### config.mk
export PLATFORM = sky130hd
export DESIGN_NAME = srd_shadow_region_decoder
export DESIGN_NICKNAME = d
export VERILOG_FILES = /design/src/hw/srd_pkg.sv /design/src/hw/srd_shadow_region_decoder.sv /design/src/hw/srd_segment_lookup.sv /design/src/hw/srd_pwb_gate.sv
export SDC_FILE = /design/constraint.sdc
export NUM_CORES = 1
export LEC_CHECK = 0
export ABC_CLOCK_PERIOD_IN_PS = 3000
export BUFFER_PORTS_ARGS = -buffer_cell sky130_fd_sc_hd__buf_2
export CAP_MARGIN = 20
export CORE_MARGIN = 2
export CORE_UTILIZATION = 25
export CTS_CLUSTER_DIAMETER = 30
export DETAILED_ROUTE_END_ITERATION = 6
export PLACE_DENSITY = 0.5
export SYNTH_ARGS = -nofsm -noshare
export SYNTH_HDL_FRONTEND = slang
export SYNTH_SLANG_ARGS = --single-unit
### constraint.sdc
create_clock -name clk -period 3 [get_ports clk]
set_input_delay 0.3 -clock clk [delete_from_list [all_inputs] [get_ports clk]]
set_output_delay 0.3 -clock clk [all_outputs]
set_load 0.05 [all_outputs]
### src/hw/srd_pkg.sv
package srd_pkg;
  localparam int SRD_ADDR_W = 12;
  localparam int SRD_SEG_W = 8;
  // register index sits on byte address bits 9:2
  localparam int SRD_IDX_LSB = 2;
  localparam int SRD_IDX_MSB = 9;
  localparam int SRD_AREA_MSB = 19;
  localparam int SRD_AREA_LSB = 18;
  localparam int SRD_UPPER_BIT = 17;
  localparam int SRD_SEG_MSB = 16;
  localparam int SRD_SEG_LSB = 14;
  // printed offsets are register indices; byte address is four times the index
  localparam logic [7:0] SRD_IDX_READ_LOW = 8'h56;
  localparam logic [7:0] SRD_IDX_READ_HIGH = 8'h57;
  localparam logic [7:0] SRD_IDX_WRITE_LOW = 8'h58;
  localparam logic [7:0] SRD_IDX_WRITE_HIGH = 8'h59;
  localparam logic [7:0] SRD_IDX_CACHE_LOW = 8'h5A;
  localparam logic [7:0] SRD_IDX_CACHE_HIGH = 8'h5B;
  localparam logic [7:0] SRD_IDX_SPARE = 8'h5C;
  localparam logic [7:0] SRD_IDX_GATED_CTRL = 8'h5D;
  // status register for the posted write buffer arbitration, index chosen locally
  localparam logic [7:0] SRD_IDX_PWB_STATUS = 8'h70;
  localparam logic [7:0] SRD_RESET_VALUE = 8'h00;
  localparam int SRD_MASK_BIT = 4;
  localparam logic [7:0] SRD_GATED_RW_MASK = 8'h17;
  // legacy area decode on physical address bits 19:14
  localparam logic [1:0] SRD_AREA_TAG = 2'h3;
  localparam int SRD_HI_HALF_BIT = 3;
  localparam int SRD_STATUS_W = 3;
  localparam logic [31:0] SRD_ZERO_WORD = 32'h0000_0000;
  typedef enum logic [2:0]
  {
    SRD_ACC_READ = 3'b001,
    SRD_ACC_WRITE = 3'b010,
    SRD_ACC_NONE = 3'b100
  } srd_access_t;
endpackage : srd_pkg

### src/hw/srd_shadow_region_decoder.sv
// Added by the designer: the APB interface to the registers.
`timescale 1ns/1ps
module srd_shadow_region_decoder
  import srd_pkg::*;
(
  input wire logic clk,
  input wire logic sys_rst,
  input wire logic psel,
  input wire logic penable,
  input wire logic pwrite,
  input wire logic [SRD_ADDR_W-1:0] paddr,
  input wire logic [31:0] pwdata,
  input wire logic [3:0] pstrb,
  output logic [31:0] prdata,
  output logic pready,
  output logic pslverr,
  input wire logic host_valid,
  input wire logic host_write,
  input wire logic [19:0] host_addr,
  output logic route_valid,
  output logic route_dram,
  output logic route_pci,
  output logic route_cacheable,
  input wire logic pwb_threshold_enable,
  input wire logic pwb_over_threshold,
  input wire logic other_latency_out,
  output logic pwb_priority
);
  logic [7:0] read_low;
  logic [7:0] read_high;
  logic [7:0] write_low;
  logic [7:0] write_high;
  logic [7:0] cache_low;
  logic [7:0] cache_high;
  logic [7:0] spare;
  logic [7:0] gated_ctrl;
  logic [7:0] reg_index;
  logic word_aligned;
  logic mapped;
  logic wr_fire;
  logic rd_fire;
  logic in_area;
  logic read_local;
  logic write_local;
  logic seg_cacheable;
  logic next_priority;
  srd_access_t access;

  function automatic logic [7:0] srd_merge(input logic [7:0] old_value,
                                           input logic [31:0] data,
                                           input logic lane_en);
    srd_merge = lane_en ? data[7:0] : old_value;
  endfunction : srd_merge

  // single decode point for every register write strobe
  function automatic logic srd_hit(input logic fire,
                                   input logic [7:0] idx,
                                   input logic [7:0] target);
    srd_hit = fire && (idx == target);
  endfunction : srd_hit

  assign reg_index = paddr[SRD_IDX_MSB:SRD_IDX_LSB];
  assign word_aligned = (paddr[SRD_IDX_LSB-1:0] == '0)
    && (paddr[SRD_ADDR_W-1:SRD_IDX_MSB+1] == '0);
  always_comb
  begin
    case (reg_index)
      SRD_IDX_READ_LOW, SRD_IDX_READ_HIGH, SRD_IDX_WRITE_LOW, SRD_IDX_WRITE_HIGH,
      SRD_IDX_CACHE_LOW, SRD_IDX_CACHE_HIGH, SRD_IDX_SPARE, SRD_IDX_GATED_CTRL,
      SRD_IDX_PWB_STATUS:
        mapped = word_aligned;
      default:
        mapped = 1'b0;
    endcase
  end

  // zero wait states: every access completes in its first access cycle
  assign pready = psel & penable;
  assign pslverr = psel & penable & ~mapped;
  assign wr_fire = psel & penable & pwrite & mapped;
  assign rd_fire = psel & penable & ~pwrite & mapped;

  // one process per register; every field lives in byte lane 0
  always_ff @(posedge clk or posedge sys_rst)
  begin
    if (sys_rst)
      read_low <= SRD_RESET_VALUE;
    else if (srd_hit(wr_fire, reg_index, SRD_IDX_READ_LOW))
      read_low <= srd_merge(read_low, pwdata, pstrb[0]);
  end

  always_ff @(posedge clk or posedge sys_rst)
  begin
    if (sys_rst)
      read_high <= SRD_RESET_VALUE;
    else if (srd_hit(wr_fire, reg_index, SRD_IDX_READ_HIGH))
      read_high <= srd_merge(read_high, pwdata, pstrb[0]);
  end

  always_ff @(posedge clk or posedge sys_rst)
  begin
    if (sys_rst)
      write_low <= SRD_RESET_VALUE;
    else if (srd_hit(wr_fire, reg_index, SRD_IDX_WRITE_LOW))
      write_low <= srd_merge(write_low, pwdata, pstrb[0]);
  end

  always_ff @(posedge clk or posedge sys_rst)
  begin
    if (sys_rst)
      write_high <= SRD_RESET_VALUE;
    else if (srd_hit(wr_fire, reg_index, SRD_IDX_WRITE_HIGH))
      write_high <= srd_merge(write_high, pwdata, pstrb[0]);
  end

  always_ff @(posedge clk or posedge sys_rst)
  begin
    if (sys_rst)
      cache_low <= SRD_RESET_VALUE;
    else if (srd_hit(wr_fire, reg_index, SRD_IDX_CACHE_LOW))
      cache_low <= srd_merge(cache_low, pwdata, pstrb[0]);
  end

  always_ff @(posedge clk or posedge sys_rst)
  begin
    if (sys_rst)
      cache_high <= SRD_RESET_VALUE;
    else if (srd_hit(wr_fire, reg_index, SRD_IDX_CACHE_HIGH))
      cache_high <= srd_merge(cache_high, pwdata, pstrb[0]);
  end

  // spare keeps what software writes but nothing reads it for decoding
  always_ff @(posedge clk or posedge sys_rst)
  begin
    if (sys_rst)
      spare <= SRD_RESET_VALUE;
    else if (srd_hit(wr_fire, reg_index, SRD_IDX_SPARE))
      spare <= srd_merge(spare, pwdata, pstrb[0]);
  end

  // reserved bits 7-5 and 3 stay zero
  always_ff @(posedge clk or posedge sys_rst)
  begin
    if (sys_rst)
      gated_ctrl <= SRD_RESET_VALUE;
    else if (srd_hit(wr_fire, reg_index, SRD_IDX_GATED_CTRL))
      gated_ctrl <= srd_merge(gated_ctrl, pwdata & {24'h0, SRD_GATED_RW_MASK},
                              pstrb[0]);
  end

  always_ff @(posedge clk or posedge sys_rst)
  begin
    if (sys_rst)
      prdata <= SRD_ZERO_WORD;
    else if (psel & ~penable & ~pwrite)
    begin
      case (reg_index)
        SRD_IDX_READ_LOW: prdata <= {24'h0, read_low};
        SRD_IDX_READ_HIGH: prdata <= {24'h0, read_high};
        SRD_IDX_WRITE_LOW: prdata <= {24'h0, write_low};
        SRD_IDX_WRITE_HIGH: prdata <= {24'h0, write_high};
        SRD_IDX_CACHE_LOW: prdata <= {24'h0, cache_low};
        SRD_IDX_CACHE_HIGH: prdata <= {24'h0, cache_high};
        SRD_IDX_SPARE: prdata <= {24'h0, spare};
        SRD_IDX_GATED_CTRL: prdata <= {24'h0, gated_ctrl};
        SRD_IDX_PWB_STATUS: prdata <= {29'h0, pwb_priority, other_latency_out,
                                       pwb_over_threshold};
        default: prdata <= SRD_ZERO_WORD;
      endcase
      if (!word_aligned)
        prdata <= SRD_ZERO_WORD;
    end
    else if (rd_fire)
      prdata <= prdata;
  end

  srd_segment_lookup u_lookup
  (
    .mem_addr(host_addr),
    .read_low(read_low),
    .read_high(read_high),
    .write_low(write_low),
    .write_high(write_high),
    .cache_low(cache_low),
    .cache_high(cache_high),
    .in_area(in_area),
    .read_local(read_local),
    .write_local(write_local),
    .cacheable(seg_cacheable)
  );

  srd_pwb_gate u_pwb
  (
    .threshold_enable(pwb_threshold_enable),
    .threshold_mask(gated_ctrl[SRD_MASK_BIT]),
    .over_threshold(pwb_over_threshold),
    .other_latency_out(other_latency_out),
    .pwb_priority(next_priority)
  );

  always_comb
  begin
    case ({host_valid, host_write})
      2'b11: access = SRD_ACC_WRITE;
      2'b10: access = SRD_ACC_READ;
      default: access = SRD_ACC_NONE;
    endcase
  end

  // registered routing: one cycle after the host strobe, decision from current registers
  always_ff @(posedge clk or posedge sys_rst)
  begin
    if (sys_rst)
    begin
      route_valid <= 1'b0;
      route_dram <= 1'b0;
      route_pci <= 1'b0;
      route_cacheable <= 1'b0;
    end
    else
    begin
      route_valid <= 1'b0;
      route_dram <= 1'b0;
      route_pci <= 1'b0;
      route_cacheable <= 1'b0;
      case (access)
        SRD_ACC_READ:
        begin
          route_valid <= 1'b1;
          route_dram <= in_area & read_local;
          route_pci <= in_area & ~read_local;
          route_cacheable <= seg_cacheable;
        end
        SRD_ACC_WRITE:
        begin
          route_valid <= 1'b1;
          route_dram <= in_area & write_local;
          route_pci <= in_area & ~write_local;
          route_cacheable <= seg_cacheable;
        end
        SRD_ACC_NONE:
          route_valid <= 1'b0;
        default:
          route_valid <= 1'b0;
      endcase
    end
  end

  always_ff @(posedge clk or posedge sys_rst)
  begin
    if (sys_rst)
      pwb_priority <= 1'b0;
    else
      pwb_priority <= next_priority;
  end
endmodule : srd_shadow_region_decoder

### src/hw/srd_segment_lookup.sv
`timescale 1ns/1ps
module srd_segment_lookup
  import srd_pkg::*;
(
  input wire logic [19:0] mem_addr,
  input wire logic [SRD_SEG_W-1:0] read_low,
  input wire logic [SRD_SEG_W-1:0] read_high,
  input wire logic [SRD_SEG_W-1:0] write_low,
  input wire logic [SRD_SEG_W-1:0] write_high,
  input wire logic [SRD_SEG_W-1:0] cache_low,
  input wire logic [SRD_SEG_W-1:0] cache_high,
  output logic in_area,
  output logic read_local,
  output logic write_local,
  output logic cacheable
);
  logic [2:0] seg;
  logic upper;

  assign in_area = (mem_addr[SRD_AREA_MSB:SRD_AREA_LSB] == SRD_AREA_TAG);
  assign upper = mem_addr[SRD_UPPER_BIT];
  assign seg = mem_addr[SRD_SEG_MSB:SRD_SEG_LSB];

  // read and write decisions use their own bits so reads may shadow while writes still reach rom; cacheable also needs the read bit
  always_comb
  begin
    read_local = 1'b0;
    write_local = 1'b0;
    cacheable = 1'b0;
    if (in_area)
    begin
      if (upper)
      begin
        read_local = read_high[seg];
        write_local = write_high[seg];
        cacheable = cache_high[seg] & read_high[seg];
      end
      else
      begin
        read_local = read_low[seg];
        write_local = write_low[seg];
        cacheable = cache_low[seg] & read_low[seg];
      end
    end
  end
endmodule : srd_segment_lookup

### src/hw/srd_pwb_gate.sv
`timescale 1ns/1ps
module srd_pwb_gate
(
  input wire logic threshold_enable,
  input wire logic threshold_mask,
  input wire logic over_threshold,
  input wire logic other_latency_out,
  output logic pwb_priority
);
  // the mask only suppresses the over-threshold priority; it never raises it
  assign pwb_priority = threshold_enable & over_threshold
    & ~(threshold_mask & other_latency_out);
endmodule : srd_pwb_gate

-- After elaboration in Yosys (flattened, before gate mapping)
Cells that the tools add are included.
- output and inout bits: 39
- bits of input ports: 78
- register bits after elaboration: 97
- logic and storage cells: 97
- order comparisons: 1
- muxes and demuxes: 26
- bitwise gates (word level): 21
- equality and inequality tests: 14
- reductions and logical operators: 21
- operator list (operator ; number):
    $eq 8x7->1 const B ; 9
    $pmux 8 s9 ; 1
    $mux 32 ; 1
    $bmux 1 s3 ; 6
    $reduce_and 2->1 ; 8
    $and 1x1->1 ; 15
    $mux 1 ; 15
    $logic_and 1x1->1 ; 9
    $reduce_or 9->1 ; 1
    $eq 2x2->1 const B ; 3
    $not 1->1 ; 6
    $pmux 3 s2 ; 1
    $logic_not 2->1 ; 2
    $lt 3x4->1 const B ; 1
    $pmux 1 s2 ; 2
    $eq 3x1->1 const B ; 1
    $eq 3x2->1 const B ; 1
    $reduce_or 2->1 ; 1

-- Logic depth before layout (Yosys ltp)
- depth in word-level cells: 7
- depth in mapped cells: 7
- depth with buffers taken out: 5

-- By module
Synthesis repeated with hierarchy kept, for this count alone.
- cells, all modules: 337
- area total of the unflattened synthesis: 4241.6 µm²
- modules (own cells, without submodules) (module ; area each (µm²) ; cells each ; instances ; sequential area each (µm²)):
    srd_shadow_region_decoder ; 3758.6 ; 300 ; 1 ; 1826.8
    srd_segment_lookup ; 470.5 ; 35 ; 1 ; 0.0
    srd_pwb_gate ; 12.5 ; 2 ; 1 ; 0.0

-- Worst setup path before layout
OpenSTA, ideal clock, no wires.
- path type: input to register
- from: in paddr[1]
- to: reg spare[0]
- path buffers: 0
- path slack: 0.980 ns
- library setup time: 0.125 ns
- required time: 2.875 ns
- stages: 4
- data arrival time: 1.895 ns
- cell sequence: or4_4 > or2_4 > nor4_4 > mux2_2
- longest elaborated chain between the ends: 6
- RTL lines (element ; RTL line ; source):
    from (decl) ; srd_shadow_region_decoder.sv:11 ; input wire logic [SRD_ADDR_W-1:0] paddr,
    $logic_not 2->1 ; srd_shadow_region_decoder.sv:63 ; assign word_aligned = (paddr[SRD_IDX_LSB-1:0] == '0)
    $logic_and 1x1->1 ; srd_shadow_region_decoder.sv:64 ; && (paddr[SRD_ADDR_W-1:SRD_IDX_MSB+1] == '0);
    $mux 1 ; srd_shadow_region_decoder.sv:67 ; case (reg_index)
    $and 1x1->1 ; srd_shadow_region_decoder.sv:80 ; assign wr_fire = psel & penable & pwrite & mapped;
    $logic_and 1x1->1 ; srd_shadow_region_decoder.sv:59 ; srd_hit = fire && (idx == target);
    $reduce_and 2->1 (no source line) ; -- ;
    to (signal assigned) ; srd_shadow_region_decoder.sv:138 ; spare <= srd_merge(spare, pwdata, pstrb[0]);
    to (decl) ; srd_shadow_region_decoder.sv:35 ; logic [7:0] spare;
No other way between the ends.
A chain may end at the register's enable or synchronous reset.

-- Worst setup path after layout
- from: in paddr[2]
- to: out pslverr
- longest elaborated chain between the ends: 5
- elaborated cells on any way between the ends: 13
- those cells by class: eq/ne (9); mux (1); bitwise (2); reduce/logical (1)
- RTL lines (element ; RTL line ; source):
    $eq 8x7->1 ; srd_shadow_region_decoder.sv:67 ;
    $reduce_or 9->1 * ; srd_shadow_region_decoder.sv:67 ;
    $mux 1 * ; srd_shadow_region_decoder.sv:67 ;
    $not 1->1 * ; srd_shadow_region_decoder.sv:79 ; assign pslverr = psel & penable & ~mapped;
    $and 1x1->1 * ; srd_shadow_region_decoder.sv:79 ;
    to (decl) ; srd_shadow_region_decoder.sv:16 ; output logic pslverr,
Mark *: on every way between the ends. The rest lies on a longest branch, timed or not.

==> results.md <==
STA:
- Headroom to the max-slew limit came out at 0.361.
- Setup repair after global routing left no endpoint under its margin.
- Adding up every negative setup slack in the final design gives 0 ps.
- Dividing the final minimum period by the clock period gives 0.749.
- The final count of pins violating max slew is 0.
- The smallest clock period supported by the final layout is computed as approximately 2200 ps.
- For the pin with the worst max-slew slack, the measured transition is roughly 960 ps.
- The clock arrives with 5.25 ps of skew.
- Setup violations remaining at the end of the flow were counted as 0.
- Based on the critical path, the design can be clocked at up to 445 MHz.
- The final hold violation count came to 0.

Setup path:
- Along the worst path, the maximum fanout reaches 9.
- STA puts the critical path data required time at 2700 ps.
- The launching element type of the critical path is an input pin.
- The critical path is of the input pin to output pin type.
- The setup check on the worst reg-to-reg path leaves a slack of 1260 ps.
- The slowest stage of the critical path is the sky130_fd_sc_hd__or4b_2 cell.
- The kind of capture point of the worst setup path is an output pin.
- In this run the critical register-to-register path is captured at prdata[1]$_DFFE_PP0P_.
- In this run the critical register-to-register path is launched from cache_high[1]$_DFFE_PP0P_.
- For the worst setup path, the data arrival time is 1950 ps.
- The delay contributed by the slowest stage of the critical path is 720 ps.
- Walking the worst path, the cells encountered are buf_2 -> or4b_2 -> a21oi_1 -> o21ai_0 -> and2_1 -> buf_2.
- The most numerous cell on the critical path is sky130_fd_sc_hd__buf_2.
- The number of cells on the worst reg-to-reg path is 4.

Synth:
- The number of flip-flops and latches in the synthesized netlist is 73.
- The share of the Yosys chip area taken by registers is 0.452.
- The synthesized design contains 0 enable-type register cells.
- After technology mapping, the gate count stands at 329.
- The count of unique library cells instantiated by Yosys is 50.
- Of all flip-flops after synthesis, the portion carrying an async set or reset was 1.00.
- In the synthesized netlist the dominant register cell turns out to be sky130_fd_sc_hd__dfrtp_1.
- The yosys synthesis warning count is 0.
- The mean area per synthesized cell is ~12 µm².
- In this run the cell area of the synthesized design comes to 4050 µm².

Routing:
- The count of antenna-violating nets left after detailed routing is 0.
- In this run, the number of DRC markers left after iteration 0 of detailed routing was between 150 and 200.
- The first TritonRoute pass finished after 4 iterations.
- For this block, the via count after detailed routing is around 2,800.
- The number of vias per cell after detailed routing is 4.71.
- After detailed routing, the number of remaining DRC violations is 0.
- The total detailed-routing wirelength is 10,800 µm.
- After detailed routing, the average wire length per cell comes to 17.9 µm.

Worst hold path:
- The instance count along the most critical hold path is 1.
- The type of the worst min-delay path is input pin to register.
- For hold timing, the worst endpoint is route_valid$_DFF_PP0_.
- In this run the most critical hold path is launched from host_valid.

Place:
- After detailed placement, the total cell area comes to between 4000 and 5000 µm².
- The final weighted congestion in routability-driven placement is 0.842.
- Once detailed placement completed, the half-perimeter wirelength came to 7910 µm.
- The number of buffers inserted by port buffering is 51.
- The number of placed cells counting well taps is 583.

Global routing:
- Entering global routing, the biggest net connects 74 pins.
- The number of global-route vias before repair was between 2,000 and 3,000.
- Global routing finished with a remaining overflow of 0.
- The number of antenna violations at the first check in global routing was 2.
- The all-layer global routing usage is 0.130.
- The global-route wire length before repair is 17,100 µm.

Clock network:
- CTS built an H-tree with a depth of 3.
- The root buffer cell chosen for the clock tree is sky130_fd_sc_hd__clkbuf_16.
- The insertion delay to the later sink of the worst-skew pair is 340 ps.
- No sink is reached through more buffers than the 2 on the longest clock path.
- The number of gates given a new drive strength after cts is 0.
- Clock-pin slew was measured on the worst setup and hold paths at approximately 60 ps.
- The number of buffers inserted by post-CTS setup repair is 0.
- The TritonCTS clock tree is built.
- The total clock buffers created by CTS is 9.
- The clock sink count is 73.
- The number of hold buffers added after CTS is 0.

Cells and area:
- The most common library cell in the layout ignoring fill and taps is sky130_fd_sc_hd__dfrtp_1.
- In the final layout, the share of cells above drive strength 1 is 0.433.
- The top cell types in the final layout, fill and taps aside, are sky130_fd_sc_hd__dfrtp_1, sky130_fd_sc_hd__mux2_2, sky130_fd_sc_hd__buf_2.
- The non-filler instance count after layout is 600.
- The finished cells cover 4710 µm².
- The signed area change from the synthesized netlist to the final layout is 16.5%.
- The final-stage net count is 456.

Floorplan:
- The number of standard-cell rows in the floorplan is 46.
- The initial cell density of the core is 0.256.
- The overall die area is 17,200 µm².
- In this run the horizontal extent of the chip is 131 µm.
- In this run the count of I/O pins placed on the die edge is approximately 120.
- The die height is 131 µm.
- The floorplan step defined a core boundary enclosing 15,800 µm².

Flow run:
- The tool flagged a number of max-cap violations equal to 0.

Power and ir drop:
- For this design the static power due to leakage is 2.19 nW.
- The sum of internal, switching and leakage power is 2.23 mW.
- The largest vdd supply drop is 0.305 mV.
- Power spread over the standard cell area amounts to 474 nW/µm².

Status:
- The flow ran to the end, and the final reports show no timing, DRC or antenna violations.
[through the flow]
step | hold WS (ps) | utilization | worst slack, ps
finish | 131 | 0.298 | 754
global route | 143 | 0.297 | 654
CTS | 122 | 0.297 | 744
detailed placement | 476 | 0.280 | 618
global placement | 467 | 0.280 | 616
floorplan | 386 | - | 847
[layout make-up]
type / instances / area (µm²)
Antenna cell: 1 / 2.50
Clock buffer: 11 / 253
Clock inverter: 5 / 30.0
Fill cell: 1608 / 11100
Inverter: 2 / 7.51
Multi-Input combinational cell: 237 / 2040
Sequential cell: 73 / 1830
Tap cell: 216 / 270
Timing Repair Buffer: 55 / 285
[how the worst max path moves through the flow]
stage | end | slack, ps | cells past startpoint | from
final | pslverr | 750 | 6 | paddr[2]
after global routing | pslverr | 650 | 6 | paddr[2]
after CTS | pslverr | 740 | 6 | paddr[2]
after detailed placement | cache_high[3]$_DFFE_PP0P_ | 620 | 6 | paddr[1]
after global placement | cache_high[7]$_DFFE_PP0P_ | 620 | 6 | paddr[1]
after floorplan | cache_high[0]$_DFFE_PP0P_ | 850 | 1 | sys_rst
[power by group]
group / leakage, nW / internal (mW) / switching, mW
Sequential: 1.02 / 0.988 / 0.00122
Combinational: 1.03 / 0.0503 / 0.176
Clock: 0.137 / 0.600 / 0.418
Total: 2.19 / 1.64 / 0.595
[per-layer routing]
layer | global-route usage | wire (µm)
met5 | 0 | 16
met4 | 0.0658 | 289
met3 | 0.0409 | 724
met2 | 0.204 | 4960
met1 | 0.162 | 4760
[critical path: cells and delay by family]
family	cells	cell delay (ps)
AOI/OAI and AO/OA	2	310
buffers and inverters	2	420
and+or+nand+nor	2	910
[kinds of logic after synthesis]
group | share of synthesized area
simple gates | 0.104
buf+inv | 0.0665
mux | 0.292
compound gates | 0.0854
other cells | 0.000927
flops | 0.452
[synthesized netlist by cell type (4+ instances only)]
library cell,instances,share of area
sky130_fd_sc_hd__nor2b_1,4,0.0062
sky130_fd_sc_hd__a21oi_1,12,0.015
sky130_fd_sc_hd__mux2i_1,10,0.025
sky130_fd_sc_hd__a22oi_1,9,0.017
sky130_fd_sc_hd__mux2_2,66,0.18
sky130_fd_sc_hd__and2_1,5,0.0077
sky130_fd_sc_hd__o21ai_0,8,0.0099
sky130_fd_sc_hd__clkbuf_1,9,0.0084
sky130_fd_sc_hd__dfrtp_1,73,0.45
sky130_fd_sc_hd__mux4_2,15,0.084
sky130_fd_sc_hd__nor2_1,9,0.0084
sky130_fd_sc_hd__nand2_1,19,0.018
sky130_fd_sc_hd__nand3_1,6,0.0074
sky130_fd_sc_hd__buf_4,24,0.045
sky130_fd_sc_hd__a221oi_1,6,0.013
sky130_fd_sc_hd__nor3_1,4,0.0049
[state kept, by name (all words and copies together) (netlist names)]
name             count
read_high            8
gated_ctrl           4
route_pci            1
cache_high           8
route_cacheable      1
route_valid          1
route_dram           1
read_low             8
pwb_priority         1
write_low            8
prdata               8
cache_low            8
spare                8
write_high           8
No activity file was read; power rests on OpenSTA's default activity.
